==> config.mk <==
export PLATFORM = sky130hd
export DESIGN_NAME = sdsq_core
export DESIGN_NICKNAME = d
export VERILOG_FILES = /design/src/hw/sdsq_pkg.sv /design/src/hw/sdsq_tick_div.sv /design/src/hw/sdsq_core.sv
export SDC_FILE = /design/constraint.sdc
export NUM_CORES = 1
export LEC_CHECK = 0
export BUFFER_PORTS_ARGS = -buffer_cell sky130_fd_sc_hd__buf_2
export CORE_AREA = 3 3 128 130
export DETAILED_ROUTE_END_ITERATION = 6
export DIE_AREA = 0 0 131 133
export PLACE_DENSITY = 0.6
export SLEW_MARGIN = 30
export SYNTH_ARGS = -nofsm -noshare
export SYNTH_HDL_FRONTEND = slang
export SYNTH_SLANG_ARGS = --single-unit
==> constraint.sdc <==
create_clock -name clk_i -period 8.1 [get_ports clk_i]
set_input_delay 1.215 -clock clk_i [delete_from_list [all_inputs] [get_ports clk_i]]
set_output_delay 1.215 -clock clk_i [all_outputs]
set_load 0.05 [all_outputs]
==> src/hw/sdsq_pkg.sv <==
// constants of the segment display sequencer: register map, fields, rates.
// assumes a 40 MHz system clock and a classic wishbone register bus.
package sdsq_pkg;
    // register indices; byte address on the bus is four times the index
    localparam logic [9:0] IDX_BLINK_FRAME_CLOCK = 10'h096;
    localparam logic [9:0] IDX_CONFIG_X = 10'h09c;
    localparam logic [9:0] IDX_CONFIG_Y = 10'h0b1;
    localparam logic [9:0] IDX_CONTROL = 10'h0c0;
    localparam logic [9:0] IDX_IRQ_STATUS = 10'h0c1;
    localparam logic [9:0] IDX_IRQ_MASK = 10'h0c2;
    localparam logic [7:0] RESET_BYTE = 8'h00;
    // display_blink_frame_clock fields
    localparam int BFC_SOURCE_LSB = 6;
    localparam int BFC_RATE_LSB = 4;
    localparam int BFC_DIV_LSB = 0;
    // display_config_x fields
    localparam int CX_LADDER_BIT = 6;
    localparam int CX_LEVEL_TOP = 5;
    // display_config_y fields
    localparam int CY_ROTATE_BIT = 7;
    localparam int CY_FLIP_BIT = 6;
    localparam int CY_PAGE_LSB = 2;
    localparam int CY_DONE_BIT = 1;
    localparam int CY_HOLD_BIT = 0;
    localparam logic [7:0] CY_WRITE_MASK = 8'hcd;
    // control fields
    localparam int CT_THIRD_BIT = 2;
    localparam int CT_SLOW_BIT = 3;
    localparam int CT_BLINK_BIT = 4;
    localparam int CT_CONTRAST_BIT = 5;
    localparam logic [7:0] CT_WRITE_MASK = 8'h3f;
    // interrupt status bits
    localparam int IRQ_UPDATE_BIT = 0;
    localparam int IRQ_FRAME_BIT = 1;
    localparam int IRQ_STEP_BIT = 2;
    localparam logic [7:0] IRQ_WRITE_MASK = 8'h07;
    // clock rates
    localparam int CLK_HZ = 40000000;
    localparam int FAST_HZ = 2048;
    localparam int SLOW_HZ = 128;
    localparam int FAST_DIV = CLK_HZ / FAST_HZ;
    localparam int SLOW_DIV = CLK_HZ / SLOW_HZ;
    // a quarter second in display clock ticks
    localparam logic [9:0] FAST_QUARTER = 10'(FAST_HZ / 4);
    localparam logic [9:0] SLOW_QUARTER = 10'(SLOW_HZ / 4);
    // fixed auto blink of 2 Hz toggles every quarter second
    localparam logic [3:0] QUARTERS_2HZ = 4'h1;
    localparam int CONTRAST_FULL = 31;
    typedef enum logic [1:0] {SDSQ_SRC_OFF, SDSQ_SRC_ON, SDSQ_SRC_2HZ, SDSQ_SRC_RATE} sdsq_src_t;
    typedef enum logic [1:0] {SDSQ_COM_RSVD, SDSQ_COM_TWO, SDSQ_COM_THREE, SDSQ_COM_FOUR}
        sdsq_com_t;
endpackage

==> src/hw/sdsq_tick_div.sv <==
// tick divider: a one-cycle pulse every div_i enabled cycles.
// assumes div_i is at least one; a change of div_i takes effect on the next count.
`timescale 1ns/1ps
`default_nettype none
module sdsq_tick_div #(
    parameter int W = 19
) (
    // clock and reset
    input wire logic clk_i,
    input wire logic rst_i,
    // count control
    input wire logic en_i,
    input wire logic [W-1:0] div_i,
    // pulse out
    output logic tick_o
);
    logic [W-1:0] cnt_q, cnt_d;
    logic tick_q, tick_d;

    always_comb begin
        cnt_d = cnt_q;
        tick_d = 1'b0;
        if (en_i) begin
            // compare against div-1 so a shrinking divisor never overruns
            if (cnt_q >= div_i - W'(1)) begin
                cnt_d = '0;
                tick_d = 1'b1;
            end else begin
                cnt_d = cnt_q + W'(1);
            end
        end
    end

    always_ff @(posedge clk_i) begin
        if (rst_i) begin
            cnt_q <= '0;
            tick_q <= 1'b0;
        end else begin
            cnt_q <= cnt_d;
            tick_q <= tick_d;
        end
    end

    assign tick_o = tick_q;

    tick_cause_a: assert property (@(posedge clk_i) disable iff (rst_i)
        tick_o |-> $past(en_i)) else $error("tick without enable");
    tick_count_a: assert property (@(posedge clk_i) disable iff (rst_i)
        tick_o |-> $past(cnt_q) >= $past(div_i) - W'(1))
        else $error("tick before count reached");
endmodule
`default_nettype wire

==> src/hw/sdsq_core.sv <==
// segment display sequencer: display clock, segment/frame timing, blink, page rotation,
// hold/update handshake and contrast encoding, with classic wishbone registers.
// assumes a 40 MHz clk_i, synchronous active high reset, one outstanding bus cycle.
`timescale 1ns/1ps
`default_nettype none
module sdsq_core import sdsq_pkg::*; #(
    parameter int FAST_CYCLES = FAST_DIV,
    parameter int SLOW_CYCLES = SLOW_DIV
) (
    // clock and reset
    input wire logic clk_i,
    input wire logic rst_i,
    // wishbone slave
    input wire logic cyc_i,
    input wire logic stb_i,
    input wire logic we_i,
    input wire logic [11:0] adr_i,
    input wire logic [3:0] sel_i,
    input wire logic [31:0] dat_i,
    output logic [31:0] dat_o,
    output logic ack_o,
    // panel timing
    output logic seg_tick_o,
    output logic frame_start_o,
    output logic [1:0] com_index_o,
    output logic [1:0] com_count_o,
    output logic polarity_o,
    output logic display_on_o,
    output logic [1:0] page_o,
    output logic load_o,
    // bias generation
    output logic pump_en_o,
    output logic ladder_en_o,
    output logic third_bias_o,
    output logic contrast_en_o,
    output logic [6:0] bias_a_o,
    output logic [8:0] bias_b_o,
    output logic [8:0] bias_c_o,
    // interrupt
    output logic irq_o
);
    // segment clock divisor in display clock ticks
    function automatic logic [7:0] seg_div(input logic slow, input logic [1:0] com,
                                           input logic [3:0] fd);
        logic [7:0] d;
        d = 8'h00;
        if (!slow) begin
            if (fd == 4'h0) d = (com == SDSQ_COM_THREE || com == SDSQ_COM_FOUR) ? 8'h40 : 8'h80;
            else if (com == SDSQ_COM_THREE || com == SDSQ_COM_FOUR) begin
                d = {3'h0, fd, 1'b0} + 8'h02;
                if (d < 8'h06) d = 8'h06;
                if (com == SDSQ_COM_FOUR && fd == 4'h1) d = 8'h04;
            end else d = {2'h0, fd, 2'h0} + 8'h04;
        end else begin
            if (fd == 4'hf) d = 8'h01;
            else if (fd == 4'h0) d = 8'h02;
            else if (com == SDSQ_COM_THREE || com == SDSQ_COM_FOUR) d = 8'h04;
            else if (fd == 4'h1) d = 8'h04;
            else if (fd == 4'h2) d = 8'h06;
            else d = 8'h08;
        end
        return d;
    endfunction

    // quarter seconds per blink or rotation step
    function automatic logic [3:0] step_quarters(input logic [1:0] rate);
        return {1'b0, rate, 1'b0} + 4'h2;
    endfunction

    // ---------------- registers and bus ----------------
    logic [7:0] bfc_q, bfc_d, cx_q, cx_d, cy_q, cy_d, ct_q, ct_d, ist_q, ist_d, imsk_q, imsk_d;
    logic ack_q, ack_d, pend_q, pend_d;
    logic [31:0] rdat_q, rdat_d;
    logic req, wr, rd, done_set, frame_start, step;
    logic [9:0] idx;
    logic [7:0] wbyte, rbyte;

    assign req = cyc_i && stb_i;
    assign idx = adr_i[11:2];
    assign wr = req && ack_q && we_i && sel_i[0];
    assign rd = req && ack_q && !we_i;
    assign wbyte = dat_i[7:0];

    always_comb begin
        rbyte = 8'h00;
        case (idx)
            IDX_BLINK_FRAME_CLOCK: rbyte = bfc_q;
            IDX_CONFIG_X: rbyte = cx_q;
            IDX_CONFIG_Y: rbyte = cy_q;
            IDX_CONTROL: rbyte = ct_q;
            IDX_IRQ_STATUS: rbyte = ist_q;
            IDX_IRQ_MASK: rbyte = imsk_q;
            default: rbyte = 8'h00;
        endcase
    end

    always_comb begin
        ack_d = req && !ack_q;
        rdat_d = (req && !ack_q) ? {24'h000000, rbyte} : rdat_q;
        bfc_d = bfc_q;
        cx_d = cx_q;
        cy_d = cy_q;
        ct_d = ct_q;
        imsk_d = imsk_q;
        ist_d = ist_q;
        pend_d = pend_q;
        if (wr) begin
            case (idx)
                IDX_BLINK_FRAME_CLOCK: bfc_d = wbyte;
                IDX_CONFIG_X: cx_d = wbyte & 8'h7f;
                IDX_CONFIG_Y: begin
                    // reserved bits stay zero; the done flag only accepts a zero
                    cy_d = (cy_q & ~CY_WRITE_MASK) | (wbyte & CY_WRITE_MASK);
                    if (!wbyte[CY_DONE_BIT]) cy_d[CY_DONE_BIT] = 1'b0;
                    if (wbyte[CY_HOLD_BIT] && !cy_q[CY_HOLD_BIT])
                        cy_d[CY_DONE_BIT] = 1'b0;
                    if (!wbyte[CY_HOLD_BIT] && cy_q[CY_HOLD_BIT]) pend_d = 1'b1;
                end
                IDX_CONTROL: ct_d = wbyte & CT_WRITE_MASK;
                IDX_IRQ_MASK: imsk_d = wbyte & IRQ_WRITE_MASK;
                default: ;
            endcase
        end
        if (rd && idx == IDX_IRQ_STATUS) ist_d = ist_q & ~rdat_q[7:0]; // later events survive
        // set wins over any clear in the same cycle
        if (done_set) begin
            cy_d[CY_DONE_BIT] = 1'b1;
            pend_d = 1'b0;
            ist_d[IRQ_UPDATE_BIT] = 1'b1;
        end
        if (frame_start) ist_d[IRQ_FRAME_BIT] = 1'b1;
        if (step) ist_d[IRQ_STEP_BIT] = 1'b1;
    end

    always_ff @(posedge clk_i) begin
        if (rst_i) begin
            bfc_q <= RESET_BYTE;
            cx_q <= RESET_BYTE;
            cy_q <= RESET_BYTE;
            ct_q <= RESET_BYTE;
            ist_q <= RESET_BYTE;
            imsk_q <= RESET_BYTE;
            ack_q <= 1'b0;
            pend_q <= 1'b0;
            rdat_q <= '0;
        end else begin
            bfc_q <= bfc_d;
            cx_q <= cx_d;
            cy_q <= cy_d;
            ct_q <= ct_d;
            ist_q <= ist_d;
            imsk_q <= imsk_d;
            ack_q <= ack_d;
            pend_q <= pend_d;
            rdat_q <= rdat_d;
        end
    end

    assign ack_o = ack_q;
    assign dat_o = rdat_q;
    assign irq_o = |(ist_q & imsk_q);

    // ---------------- timing ----------------
    logic slow, hold, rotate, flip, blink_en;
    logic [1:0] com, src, rate;
    logic [1:0] ncom_m1;
    logic [18:0] disp_div;
    logic disp_tick, seg_tick, qtick;
    logic [1:0] com_q, com_d, page_q, page_d;
    logic pol_q, pol_d, phase_q, phase_d, load_q, load_d, fs_q, fs_d;
    logic [9:0] qcnt_q, qcnt_d, quarter;
    logic [3:0] hcnt_q, hcnt_d, need;
    logic on_q, on_d;

    assign slow = ct_q[CT_SLOW_BIT];
    assign com = ct_q[1:0];
    assign blink_en = ct_q[CT_BLINK_BIT];
    assign hold = cy_q[CY_HOLD_BIT];
    assign rotate = cy_q[CY_ROTATE_BIT];
    assign flip = cy_q[CY_FLIP_BIT];
    assign src = bfc_q[BFC_SOURCE_LSB +: 2];
    assign rate = bfc_q[BFC_RATE_LSB +: 2];
    // reserved code 00 runs as two commons
    assign ncom_m1 = (com == SDSQ_COM_RSVD) ? 2'h1 : com;
    assign disp_div = slow ? 19'(SLOW_CYCLES) : 19'(FAST_CYCLES);
    assign quarter = slow ? SLOW_QUARTER : FAST_QUARTER;
    assign need = (!rotate && src == SDSQ_SRC_2HZ) ? QUARTERS_2HZ : step_quarters(rate);

    sdsq_tick_div #(.W(19)) u_disp_div (
        .clk_i(clk_i),
        .rst_i(rst_i),
        .en_i(1'b1),
        .div_i(disp_div),
        .tick_o(disp_tick)
    );

    sdsq_tick_div #(.W(8)) u_seg_div (
        .clk_i(clk_i),
        .rst_i(rst_i),
        .en_i(disp_tick),
        .div_i(seg_div(slow, com, bfc_q[BFC_DIV_LSB +: 4])),
        .tick_o(seg_tick)
    );

    assign frame_start = seg_tick && (com_q >= ncom_m1);
    assign qtick = disp_tick && (qcnt_q >= quarter - 10'h001);
    assign step = qtick && (hcnt_q >= need - 4'h1);
    assign done_set = frame_start && !hold && pend_q;

    always_comb begin
        com_d = com_q;
        if (seg_tick) com_d = frame_start ? 2'h0 : com_q + 2'h1;
        if (com_q > ncom_m1) com_d = 2'h0;
        pol_d = flip ? (frame_start ? !pol_q : pol_q) : 1'b0;
        qcnt_d = disp_tick ? (qtick ? 10'h000 : qcnt_q + 10'h001) : qcnt_q;
        hcnt_d = qtick ? (step ? 4'h0 : hcnt_q + 4'h1) : hcnt_q;
        phase_d = step ? !phase_q : phase_q;
        page_d = cy_q[CY_PAGE_LSB +: 2];
        if (rotate) page_d = step ? page_q + 2'h1 : page_q;
        load_d = frame_start && !hold;
        fs_d = frame_start;
        on_d = 1'b1;
        if (blink_en && !rotate) begin
            case (src)
                SDSQ_SRC_OFF: on_d = 1'b0;
                SDSQ_SRC_ON: on_d = 1'b1;
                default: on_d = phase_q;
            endcase
        end
    end

    always_ff @(posedge clk_i) begin
        if (rst_i) begin
            com_q <= 2'h0;
            pol_q <= 1'b0;
            qcnt_q <= 10'h000;
            hcnt_q <= 4'h0;
            phase_q <= 1'b0;
            page_q <= 2'h0;
            load_q <= 1'b0;
            fs_q <= 1'b0;
            on_q <= 1'b0;
        end else begin
            com_q <= com_d;
            pol_q <= pol_d;
            qcnt_q <= qcnt_d;
            hcnt_q <= hcnt_d;
            phase_q <= phase_d;
            page_q <= page_d;
            load_q <= load_d;
            fs_q <= fs_d;
            on_q <= on_d;
        end
    end

    assign seg_tick_o = seg_tick;
    assign frame_start_o = fs_q;
    assign com_index_o = com_q;
    assign com_count_o = ncom_m1;
    assign polarity_o = pol_q;
    assign display_on_o = on_q;
    assign page_o = page_q;
    assign load_o = load_q;

    // ---------------- bias ----------------
    logic [6:0] va;
    assign va = {1'b0, cx_q[4:0]} + (cx_q[CX_LEVEL_TOP] ? 7'(CONTRAST_FULL) : 7'h00);
    assign ladder_en_o = cx_q[CX_LADDER_BIT];
    assign pump_en_o = !cx_q[CX_LADDER_BIT];
    assign third_bias_o = ct_q[CT_THIRD_BIT];
    assign contrast_en_o = ct_q[CT_CONTRAST_BIT];
    // levels in units of reference/31, zero while contrast control is off
    assign bias_a_o = contrast_en_o ? va : 7'h00;
    assign bias_b_o = third_bias_o ? {1'b0, bias_a_o, 1'b0} : {2'h0, bias_a_o};
    assign bias_c_o = third_bias_o ? {2'h0, bias_a_o} + {1'b0, bias_a_o, 1'b0}
                                   : {1'b0, bias_a_o, 1'b0};

    // ---------------- checks ----------------
    rotate_step_a: assert property (@(posedge clk_i) disable iff (rst_i)
        rotate && step |=> page_q == $past(page_q) + 2'h1) else $error("page did not advance");
    rotate_noblink_a: assert property (@(posedge clk_i) disable iff (rst_i)
        rotate |=> display_on_o) else $error("blink during rotation");
    flip_frame_a: assert property (@(posedge clk_i) disable iff (rst_i)
        flip && frame_start |=> polarity_o != $past(polarity_o)) else $error("no inversion");
    flip_off_a: assert property (@(posedge clk_i) disable iff (rst_i)
        !flip |=> !polarity_o) else $error("inversion while off");
    page_pick_a: assert property (@(posedge clk_i) disable iff (rst_i)
        !rotate |=> page_o == $past(cy_q[CY_PAGE_LSB +: 2])) else $error("wrong page");
    done_set_a: assert property (@(posedge clk_i) disable iff (rst_i)
        frame_start && !hold && pend_q |=> cy_q[CY_DONE_BIT] && load_o) else $error("no done");
    hold_noload_a: assert property (@(posedge clk_i) disable iff (rst_i)
        $past(hold) |-> !load_o) else $error("load during hold");
    release_load_a: assert property (@(posedge clk_i) disable iff (rst_i)
        frame_start && !hold |=> load_o && frame_start_o) else $error("missed load");
    blink_off_a: assert property (@(posedge clk_i) disable iff (rst_i)
        blink_en && !rotate && src == SDSQ_SRC_OFF |=> !display_on_o) else $error("not off");
    fast_blink_a: assert property (@(posedge clk_i) disable iff (rst_i)
        !rotate && src == SDSQ_SRC_2HZ && qtick |-> step) else $error("2 Hz step missed");
    rate_step_a: assert property (@(posedge clk_i) disable iff (rst_i)
        step |-> hcnt_q >= step_quarters(rate) - 4'h1 || need == QUARTERS_2HZ)
        else $error("early step");
    frame_edge_a: assert property (@(posedge clk_i) disable iff (rst_i)
        frame_start |-> seg_tick && (com_q == ncom_m1 || $past(com) != com))
        else $error("frame not on last common");
    bias_mult_a: assert property (@(posedge clk_i) disable iff (rst_i)
        third_bias_o |-> bias_c_o == {2'h0, bias_a_o} * 9'h003) else $error("bias c wrong");
    com_range_a: assert property (@(posedge clk_i) disable iff (rst_i)
        com_q <= ncom_m1 || $past(com) != com) else $error("common index out of range");
    done_clear_a: assert property (@(posedge clk_i) disable iff (rst_i)
        wr && idx == IDX_CONFIG_Y && !wbyte[CY_DONE_BIT] && !done_set |=> !cy_q[CY_DONE_BIT])
        else $error("done not cleared");
    ladder_pump_a: assert property (@(posedge clk_i) disable iff (rst_i)
        pump_en_o != ladder_en_o) else $error("pump and ladder both on");

    update_seen_c: cover property (@(posedge clk_i) disable iff (rst_i) done_set);
    rotate_wrap_c: cover property (@(posedge clk_i) disable iff (rst_i)
        rotate && step && page_q == 2'h3);
    blink_toggle_c: cover property (@(posedge clk_i) disable iff (rst_i)
        blink_en && src == SDSQ_SRC_RATE && step);
endmodule
`default_nettype wire

==> flow_summary.ini, run 1 <==
[clock_tree]
path_clk_slew_ns = 0.06
cts.sinks = 100
clock_latency_ns = 0.35
post-cts-setup-buffers = 0
cts_resized = 0
clockRootBuffer = clkbuf_16
cts_tree = done
htreeDepth = 3
numCtsBuffers = 9
cts_hold_buf = 0
clock_path_buffers = 2

[placement]
io_buffers = 69
place_congestion = 0.7787
hpwlAfterDp_mm = 9.951

[sta]
setup_viol = 0
post-route-period-util_pct = 55.70
fin_tns_setup_ns = 0
clock_skew_ns = 0.004931
slew_viol_final = 0
rsz0062_at_grt = false
slew_headroom_pct = 41.98
min_period_ns = 4.511
hold_viol_final = 0
max_clock_freq_mhz = 221.7
tightest_slew_ns = 0.8691

[setup_path]
r2r-start = ct_q[3]$_SDFFE_PP0P_
crit_end = bias_c_o[6]
reg2reg_slack_ns = 4.35
rr_worst_depth = 13
worstPathRequired_ns = 6.88
cp-startpoint = cx_q[5]$_SDFFE_PP0P_
startpoint_type = register
worst_setup_path_end_kind = output port
worst-endpoint-arrival_ns = 3.30
critPathMaxFanout = 8
worstSetupPathType = reg2out
r2r_end = u_seg_div.cnt_q[0]$_SDFFE_PP0P_

[yosys]
synth_edf_count = 0
ys.flop_type = dfxtp_1
ys_warn_count = 0
seq_area_frac_synth_pct = 32.76
netlist_area_sq_mm = 0.006111
synth-seq-cells = 100
synthArstFlopShare_pct = 0
synthCells = 740
synth_cell_type_count = 69
avgSynthCellArea_sq_um = 8.258

[worst_hold_path]
holdCritPathClass = reg2reg

[global_route]
grt_max_degree = 66
grt.overflow.total = 0
first_global_vias = 4509
grt_pass1_wl_mm = 22.49
antenna_found_initial = 0
grt_use_total_pct = 15.84

[die]
die_h_microns = 133
start_util_pct = 40.05
fp-row-count = 45
die_w_microns = 131
die_area_sq_mm = 0.01742
ios = 127
core_area_sq_mm = 0.01526

[pwr]
power_density_mw_per_mm2 = 146.2
power.total_uw = 992.4
ir_drop_mv = 0.1122
leakagePower_uw = 0.002961

[cells_and_area]
layout.nets = 894
antenna_cells = 0
num-fill-cells = 1567
final_util_pct = 44.49
syn_to_final_growth_pct = 11.08
drive_above_1_share_pct = 13.33

[drt]
wirelength_mm = 13.64
wl_per_cell_microns = 13.56
num_vias = 5099
drtIter0Drc = 320
dr.pass1.iters = 5
drc = 0
drtAntennaViolNets = 0
viasPerCell = 5.069

[run_status]
status = complete, no violations

[flow_run]
maxCapViolations = 0
[per-stage QoR]
| step | cells | hold slack [ns] | setup WS, ns | cell area [sq um] |
|---|---|---|---|---|
| CTS | 1006 | 0.4516 | 3.555 | 6788 |
| global route | 1006 | 0.4690 | 3.301 | 6788 |
| finish | 1006 | 0.4508 | 3.589 | 6788 |
| detailed placement | 991 | 0.4420 | 3.946 | 6502 |
| global placement | 991 | 0.4359 | 3.952 | 6502 |
| floorplan | 767 | 0.4264 | 3.414 | 6212 |
[power by group]
part | internal [uW] | switching (uW) | leakage, uW
clock network | 246 | 180 | 0.000140
logic | 12.2 | 56.4 | 0.00201
registers | 494 | 3.54 | 0.000807
total | 753 | 240 | 0.00296
[critical path, cell delays in order, from the launching register on]
cell	delay [ns]
dfxtp_1	0.52
ha_1	0.25
fa_1	0.41
nand2_1	0.15
inv_1	0.11
ha_1	0.30
a21o_1	0.18
a21o_1	0.19
a21oi_1	0.17
nor2_1	0.05
o21ai_0	0.19
xnor2_1	0.14
buf_2	0.28
[cells by family after synthesis]
family                   count (synthesis)  synth area share (%)
AO/OA/AOI/OAI                          134                 14.29
XOR/XNOR                                53                 7.596
adder cells (fa/ha/maj)                 50                 10.48
buffers and inverters                   85                 7.248
flip-flops                             100                 32.76
multiplexers                            22                 3.665
other                                    1               0.06137
AND/OR/NAND/NOR                        295                 23.89
[synthesized netlist by cell type (10+ instances only)]
cell	n	area, sq um
ha_1	48	600.6
nand3_1	40	200.2
inv_1	24	90.09
a21oi_1	45	225.2
nand2_1	64	240.2
nor3_1	12	60.06
nor2_1	95	356.6
and3_1	12	75.07
xnor2_1	21	183.9
xor2_1	32	280.3
mux2i_1	19	190.2
buf_4	29	217.7
nand4_1	10	62.56
clkbuf_1	19	71.32
dfxtp_1	100	2002
a22oi_1	11	82.58
nand2b_1	19	118.9
o21ai_0	21	105.1
[cells in the final DEF, fill, tap and decap left out, drive strengths merged, types with 5 or more instances in the layout]
cell,netlist,layout
dfxtp,100,100
nor2,95,95
buf,41,73
nand2,64,64
ha,48,48
a21oi,46,46
nand3,40,40
xor2,32,32
conb,1,28
inv,25,25
xnor2,21,21
o21ai,21,21
nand2b,19,19
mux2i,19,19
nor3,16,16
clkbuf,19,13
and3,12,12
a22oi,11,11
nand4,10,10
a21o,9,9
nor2b,7,7
a31oi,5,5
and4,5,5
[cell type report]
cell class | instances | area [sq um] | share of cell area [%]
flip-flops and latches | 100 | 2002 | 29.49
repair buffers | 73 | 375.4 | 5.530
clock inverters | 2 | 35.03 | 0.5161
clock buffers | 13 | 250.2 | 3.687
multi-input cells | 582 | 3767 | 55.50
well taps | 211 | 264.0 | 3.889
inverters | 25 | 93.84 | 1.382
[routing by layer]
metal	GRT usage, %	part of all wire, %
met5	0	0
met1	22.70	49
met3	4.199	5.7
met2	23.79	45
met4	3.429	0.67
[how the worst min path moves through the flow]
stage	from	end	slack (ns)	depth (start not counted)
2_1_floorplan	ist_q[6]$_SDFFE_PP0P_	ist_q[6]$_SDFFE_PP0P_	0.43	2
3_3_place_gp	ist_q[7]$_SDFFE_PP0P_	ist_q[7]$_SDFFE_PP0P_	0.44	2
3_5_place_dp	ist_q[6]$_SDFFE_PP0P_	ist_q[6]$_SDFFE_PP0P_	0.44	2
4_1_cts	ist_q[5]$_SDFFE_PP0P_	ist_q[5]$_SDFFE_PP0P_	0.45	2
5_1_grt	ist_q[5]$_SDFFE_PP0P_	ist_q[5]$_SDFFE_PP0P_	0.47	2
6_report	ist_q[7]$_SDFFE_PP0P_	ist_q[7]$_SDFFE_PP0P_	0.45	2
[sequential cells by signal, indices dropped and copies added (netlist names), 2 cells and up]
register,flops
u_disp_div.cnt_q,19
qcnt_q,10
bfc_q,8
dat_o,8
ist_q,8
u_seg_div.cnt_q,8
cx_q,7
ct_q,6
cy_q,6
hcnt_q,4
imsk_q,3
com_index_o,2
page_o,2
Power figures use the tool's default switching activity.
==> run 2, diff against run 1 <==
--- a/config.mk
+++ b/config.mk
@@ -5,11 +5,12 @@
 export SDC_FILE = /design/constraint.sdc
 export NUM_CORES = 1
 export LEC_CHECK = 0
+export ABC_AREA = 1
 export BUFFER_PORTS_ARGS = -buffer_cell sky130_fd_sc_hd__buf_2
-export CORE_AREA = 3 3 128 130
+export CORE_AREA = 3 3 133 135
 export DETAILED_ROUTE_END_ITERATION = 6
-export DIE_AREA = 0 0 131 133
-export PLACE_DENSITY = 0.6
+export DIE_AREA = 0 0 136 138
+export PLACE_DENSITY = 0.59
 export SLEW_MARGIN = 30
 export SYNTH_ARGS = -nofsm -noshare
 export SYNTH_HDL_FRONTEND = slang
==> constraint.sdc (replaced) <==
create_clock -name clk_i -period 4.2 [get_ports clk_i]
set_input_delay 0.63 -clock clk_i [delete_from_list [all_inputs] [get_ports clk_i]]
set_output_delay 0.63 -clock clk_i [all_outputs]
set_load 0.05 [all_outputs]
==> run 2 against run 1 <==
Via count up 13%. Routed wire length up 12%. Global-route usage up 0.37 points. Clock power up 110%. Total power up 100%. Combinational power up 98%. Hold slack better by 0.010 ns. Sequential share of layout area down 2.2 points. Critical path type unchanged. Largest cell class unchanged. Largest power group unchanged. Highest routed layer unchanged.
==> flow_summary.ini, run 2 <==
[cells_and_area]
top_register = u_disp_div.cnt_q
final_util_pct = 44.19
layout_common_cells = nand2_1 (148), inv_1 (116), dfxtp_1 (100), nor2_1 (99), buf_2 (68)
drive_above_1_share_pct = 16.21
syn_to_final_growth_pct = 11.65
finalInstanceArea_sq_mm = 0.007328
num-fill-cells = 1737
layout.nets = 1079
largest_reg_flops = 19
fin_cells = 1201
antenna_cells = 0
largestRegisters = u_disp_div.cnt_q: 19 flops, qcnt_q: 10 flops
final_common_cell = nand2_1

[setup_path]
crit_chain = ha_1, fa_1, nand2_1, inv_1, ha_1, inv_1, fa_1, nor2_1, o21ai_0, nand2_1, a21oi_1, or2_2, inv_1, clkbuf_4
worst-endpoint-arrival_ns = 3.37
worstPathRequired_ns = 3.57
critical-path-max-stage-delay_ns = 0.48
critPathMaxFanout = 7
cp-startpoint = cx_q[5]$_SDFFE_PP0P_
cp_slowest_cell = fa_1
worstSetupPathType = reg2out
startpoint_type = register
r2r-start = bfc_q[0]$_SDFFE_PP0P_
crit_top_cell = inv_1
worst_setup_path_end_kind = output port

[placement]
place_area_sq_mm = 0.007007
hpwlAfterDp_mm = 11.74
place_congestion = 0.8554
io_buffers = 69
dp_cells = 1185

[drt]
wl_per_cell_microns = 12.70
wirelength_mm = 15.26
num_vias = 5778
drtAntennaViolNets = 0
drtIter0Drc = 212
viasPerCell = 4.811
drc = 0
dr.pass1.iters = 4

[die]
die_h_microns = 138
ios = 127
core_area_sq_mm = 0.01658
die_area_sq_mm = 0.01877
start_util_pct = 39.58
fp-row-count = 47
die_w_microns = 136

[clock_tree]
clock_latency_ns = 0.35
htreeDepth = 3
cts.sinks = 100
path_clk_slew_ns = 0.07
clockRootBuffer = clkbuf_16
clock_path_buffers = 2
cts_tree = done
cts_hold_buf = 0
post-cts-setup-buffers = 0
numCtsBuffers = 9

[pwr]
leakagePower_uw = 0.003239
power_density_mw_per_mm2 = 272.4
ir_drop_mv = 0.1956

[yosys]
avgSynthCellArea_sq_um = 7.166
seq_area_frac_synth_pct = 30.50
synthCells = 916
synth-seq-cells = 100
yosysTopAreaCell = dfxtp_1
netlist_area_sq_mm = 0.006564
synth_common_cells = nand2_1 (148), inv_1 (116), dfxtp_1 (100), nor2_1 (99), nand3_1 (61)
synth_top_area_share_pct = 30.50
ys.flop_type = dfxtp_1
yosys-top-cells-area = dfxtp_1 (30%), ha_1 (9.1%), nand2_1 (8.5%), inv_1 (6.6%), nor2_1 (5.7%)
synth_edf_count = 0
synth.most_common_cell = nand2_1
ys_warn_count = 0
synth_cell_type_count = 47
synthArstFlopShare_pct = 0

[global_route]
first_global_vias = 5245
antenna_found_initial = 0
grt_pass1_wl_mm = 25.24
grt.overflow.total = 0
grt_use_total_pct = 16.20
grt_max_degree = 47

[sta]
max_clock_freq_mhz = 250.1
slew_viol_final = 0
clock_skew_ns = 0.01012
hold_viol_final = 0
tightest_slew_ns = 0.7176
fin_tns_setup_ns = 0
post-route-period-util_pct = 95.19
rsz0062_at_grt = false
slew_headroom_pct = 51.98
min_period_ns = 3.998
setup_viol = 0

[run_status]
status = complete, no violations

[worst_hold_path]
hold_start = ist_q[6]$_SDFFE_PP0P_
holdCritPathClass = reg2reg

[flow_run]
maxCapViolations = 0
==> run 2: worst paths after layout <==
path / end / slack (ns) / cells past startpoint
worst max-delay path: bias_c_o[7] / 0.20 / 14
worst min-delay path: ist_q[6]$_SDFFE_PP0P_ / 0.46 / 2
worst max register to register: u_seg_div.cnt_q[0]$_SDFFE_PP0P_ / 1.05 / 21
worst min register to register: ist_q[6]$_SDFFE_PP0P_ / 0.46 / 2
==> run 2: where the power goes <==
group	switching, uW	leakage, uW	internal [uW]
Clock	365	0.000153	538
Sequential	4.95	0.000806	952
Combinational	115	0.00228	21.4
==> run 2: layout make-up <==
type,instances,area [sq um],share of cell area (%)
tap,220,275.3,3.756
sequential,100,2002,27.32
timing repair buffer,73,377.9,5.156
inverter,126,473.0,6.454
clock inverter,4,72.57,0.9903
clock buffer,12,246.5,3.363
multi-input combinational,666,3881,52.96
==> run 2: worst max-delay path: cells and delay by family, from the launching register on <==
kind | cells | cell delay (ns)
buffers and inverters | 4 | 0.49
flip-flops | 1 | 0.40
AND/OR/NAND/NOR | 4 | 0.66
AO/OA/AOI/OAI | 2 | 0.17
adder cells (fa/ha/maj) | 4 | 1.30
==> run 2: cells by family after synthesis <==
family | synth area share (%)
buffers and inverters | 12.26
other | 0.05713
adder cells (fa/ha/maj) | 9.760
AND/OR/NAND/NOR | 29.85
multiplexers | 0.1525
flip-flops | 30.50
XOR/XNOR | 4.403
AO/OA/AOI/OAI | 13.02
==> run 2: routing by layer <==
| layer | global-route usage [%] | vias to the layer above | routed length [microns] |
|---|---|---|---|
| met5 | 0 | - | 0 |
| met4 | 5.782 | 0 | 334 |
| met3 | 2.362 | 22 | 480 |
| met2 | 26.47 | 81 | 7044 |
| met1 | 21.75 | 2610 | 7397 |
| li1 | - | 3065 | - |
==> run 2: timing repair <==
item,4_1_cts,5_1_grt
hold endpoints to repair,0,0
gates resized for setup,0,1
setup endpoints to repair,0,1
==> run 2: metrics by stage <==
stage	setup slack, ns	hold WS [ns]	total power [uW]
finish	0.2019	0.4611	1996
CTS	0.1658	0.4588	2020
global placement	0.5997	0.4395	1114
global route	0.02943	0.4833	2068
floorplan	0.008004	0.4324	1101
detailed placement	0.5543	0.4462	1115
==> run 3, diff against run 2 <==
--- a/config.mk
+++ b/config.mk
@@ -11,6 +11,7 @@
 export DETAILED_ROUTE_END_ITERATION = 6
 export DIE_AREA = 0 0 136 138
 export PLACE_DENSITY = 0.59
+export SETUP_SLACK_MARGIN = 0.05
 export SLEW_MARGIN = 30
 export SYNTH_ARGS = -nofsm -noshare
 export SYNTH_HDL_FRONTEND = slang
==> constraint.sdc (replaced) <==
create_clock -name clk_i -period 4.6 [get_ports clk_i]
set_input_delay 0.69 -clock clk_i [delete_from_list [all_inputs] [get_ports clk_i]]
set_output_delay 0.69 -clock clk_i [all_outputs]
set_load 0.05 [all_outputs]
==> run 3 against run 2 <==
Critical path depth unchanged. Largest power group unchanged. Critical path type unchanged. First-iteration DRC count rose by 24%. Sequential cell count unchanged. Critical endpoint unchanged. Worst setup slack better by 0.39 ns. Total power shrank 9.2%. Clock power decreased by 9.9%. Clock skew fell by 0.0038 ns. Global-route usage is 0.64 points higher. Hold slack worse by 0.0064 ns. Combinational power decreased by 8%. Utilization fell by 0.18 points.
==> flow_summary.ini, run 3 (synthesis gave the netlist of run 2 again) <==
[run_status]
status = complete, no violations

[die]
fp-row-count = 47
die_area_sq_mm = 0.01877
die_h_microns = 138
ios = 127
start_util_pct = 39.58
die_w_microns = 136
core_area_sq_mm = 0.01658

[clock_tree]
clockRootBuffer = clkbuf_16
numCtsBuffers = 9
cts_resized = 0
post-cts-setup-buffers = 0
cts_tree = done
path_clk_slew_ns = 0.06
clock_path_buffers = 2
htreeDepth = 3
clock_latency_ns = 0.35
cts.sinks = 100
cts_hold_buf = 0

[drt]
drtAntennaViolNets = 0
dr.pass1.iters = 5
drtIter0Drc = 263
viasPerCell = 4.786
num_vias = 5738
wl_per_cell_microns = 12.81
wirelength_mm = 15.36
drc = 0

[cells_and_area]
final_common_cell = nand2_1
syn_to_final_growth_pct = 11.19
antenna_cells = 0
layout_common_cells = nand2_1 (148), inv_1 (116), dfxtp_1 (100), nor2_1 (99), buf_2 (69)
largestRegisters = u_disp_div.cnt_q: 19 flops, qcnt_q: 10 flops
fin_cells = 1199
drive_above_1_share_pct = 15.83
num-fill-cells = 1758
finalInstanceArea_sq_mm = 0.007298
largest_reg_flops = 19
final_util_pct = 44.01
top_register = u_disp_div.cnt_q
layout.nets = 1077

[pwr]
p_seq_share_pct = 48.2
leakagePower_uw = 0.003226
p_switching_uw = 432.6
p_int_uw = 1380
p_sw_share_pct = 23.86
power_density_mw_per_mm2 = 248.4
power_frac_comb_pct = 6.9
ir_drop_mv = 0.2109
clkPwrFrac_pct = 44.9

[flow_run]
maxCapViolations = 0

[global_route]
grt_pass1_wl_mm = 26.05
antenna_found_initial = 0
first_global_vias = 5298
grt_use_total_pct = 16.85
grt.overflow.total = 0
grt_max_degree = 47

[setup_path]
r2r_end = u_seg_div.cnt_q[6]$_SDFFE_PP0P_
worst-endpoint-arrival_ns = 3.32
startpoint_type = register
worstSetupPathType = reg2out
rr_worst_depth = 21
reg2reg_slack_ns = 1.50
critPathMaxFanout = 7
crit_end = bias_c_o[7]
cp-startpoint = cx_q[5]$_SDFFE_PP0P_
r2r-start = bfc_q[0]$_SDFFE_PP0P_
worstPathRequired_ns = 3.91
worst_setup_path_end_kind = output port

[worst_hold_path]
hold_start = ist_q[4]$_SDFFE_PP0P_
holdCritPathClass = reg2reg

[sta]
setup_viol = 0
slew_viol_final = 0
tightest_slew_ns = 0.9279
rsz0062_at_grt = false
max_clock_freq_mhz = 249.6
hold_viol_final = 0
slew_headroom_pct = 37.96
clock_skew_ns = 0.006295
fin_tns_setup_ns = 0
min_period_ns = 4.006
post-route-period-util_pct = 87.09

[placement]
io_buffers = 69
place_area_sq_mm = 0.006979
place_congestion = 0.8098
hpwlAfterDp_mm = 11.81
dp_cells = 1183
[run 3: changes by cell type in the layout (fill, tap and decap cells not counted)]
cell | before | now
xor2_1 | 20 | 21
o21ai_1 | 12 | 11
o21ai_0 | 48 | 49
clkbuf_4 | 1 | 0
buf_4 | 4 | 2
xor2_2 | 1 | 0
o31ai_2 | 1 | 0
buf_2 | 68 | 69
o31ai_1 | 0 | 1
[run 3: per-layer routing]
| metal | global-route usage [%] | routed length (microns) |
|---|---|---|
| met2 | 27.30 | 7083 |
| met4 | 4.615 | 219 |
| met5 | 0 | 0 |
| met3 | 2.980 | 491 |
| met1 | 23.05 | 7561 |
[run 3: critical path: stages, from the launching register on]
cell and delay, ns:
dfxtp_1 0.39, ha_1 0.24, fa_1 0.48, nand2_1 0.10, inv_1 0.15, ha_1 0.18
inv_1 0.05, fa_1 0.37, nor2_1 0.16, o21ai_0 0.10, nand2_1 0.09, a21oi_1 0.06
or2_2 0.27, inv_1 0.07, buf_2 0.25
[run 3: power by group through the flow]
stage                     sequential (uW)  combinational, uW  clock, uW
after floorplan                       899                106          0
after global placement                894                124          0
after detailed placement              894                124          0
after CTS                             874                125        840
after global routing                  874                135        876
final                                 874                125        814
[run 3: how the worst min path moves through the flow]
stage	slack, ns	end	cells past startpoint
2_1_floorplan	0.43	ist_q[3]$_SDFFE_PP0P_	2
3_3_place_gp	0.44	ist_q[3]$_SDFFE_PP0P_	2
3_5_place_dp	0.45	ist_q[4]$_SDFFE_PP0P_	2
4_1_cts	0.46	ist_q[4]$_SDFFE_PP0P_	2
5_1_grt	0.47	ist_q[4]$_SDFFE_PP0P_	2
6_report	0.45	ist_q[4]$_SDFFE_PP0P_	2
[run 3: final cells by class]
type                       count  area, sq um  area share [%]
multi-input combinational    666         3869           53.01
sequential                   100         2002           27.43
inverter                     126        473.0           6.480
timing repair buffer          71        360.3           4.937
tap                          220        275.3           3.772
clock buffer                  12        246.5           3.377
clock inverter                 4        72.57          0.9943
[run 3: per-stage QoR]
| stage | setup WS, ns | hold WS, ns | total power [uW] |
|---|---|---|---|
| finish | 0.5938 | 0.4547 | 1813 |
| global route | 0.2802 | 0.4681 | 1885 |
| CTS | 0.5552 | 0.4616 | 1838 |
| detailed placement | 0.9408 | 0.4506 | 1018 |
| global placement | 0.9511 | 0.4387 | 1018 |
| floorplan | 0.1878 | 0.4324 | 1005 |
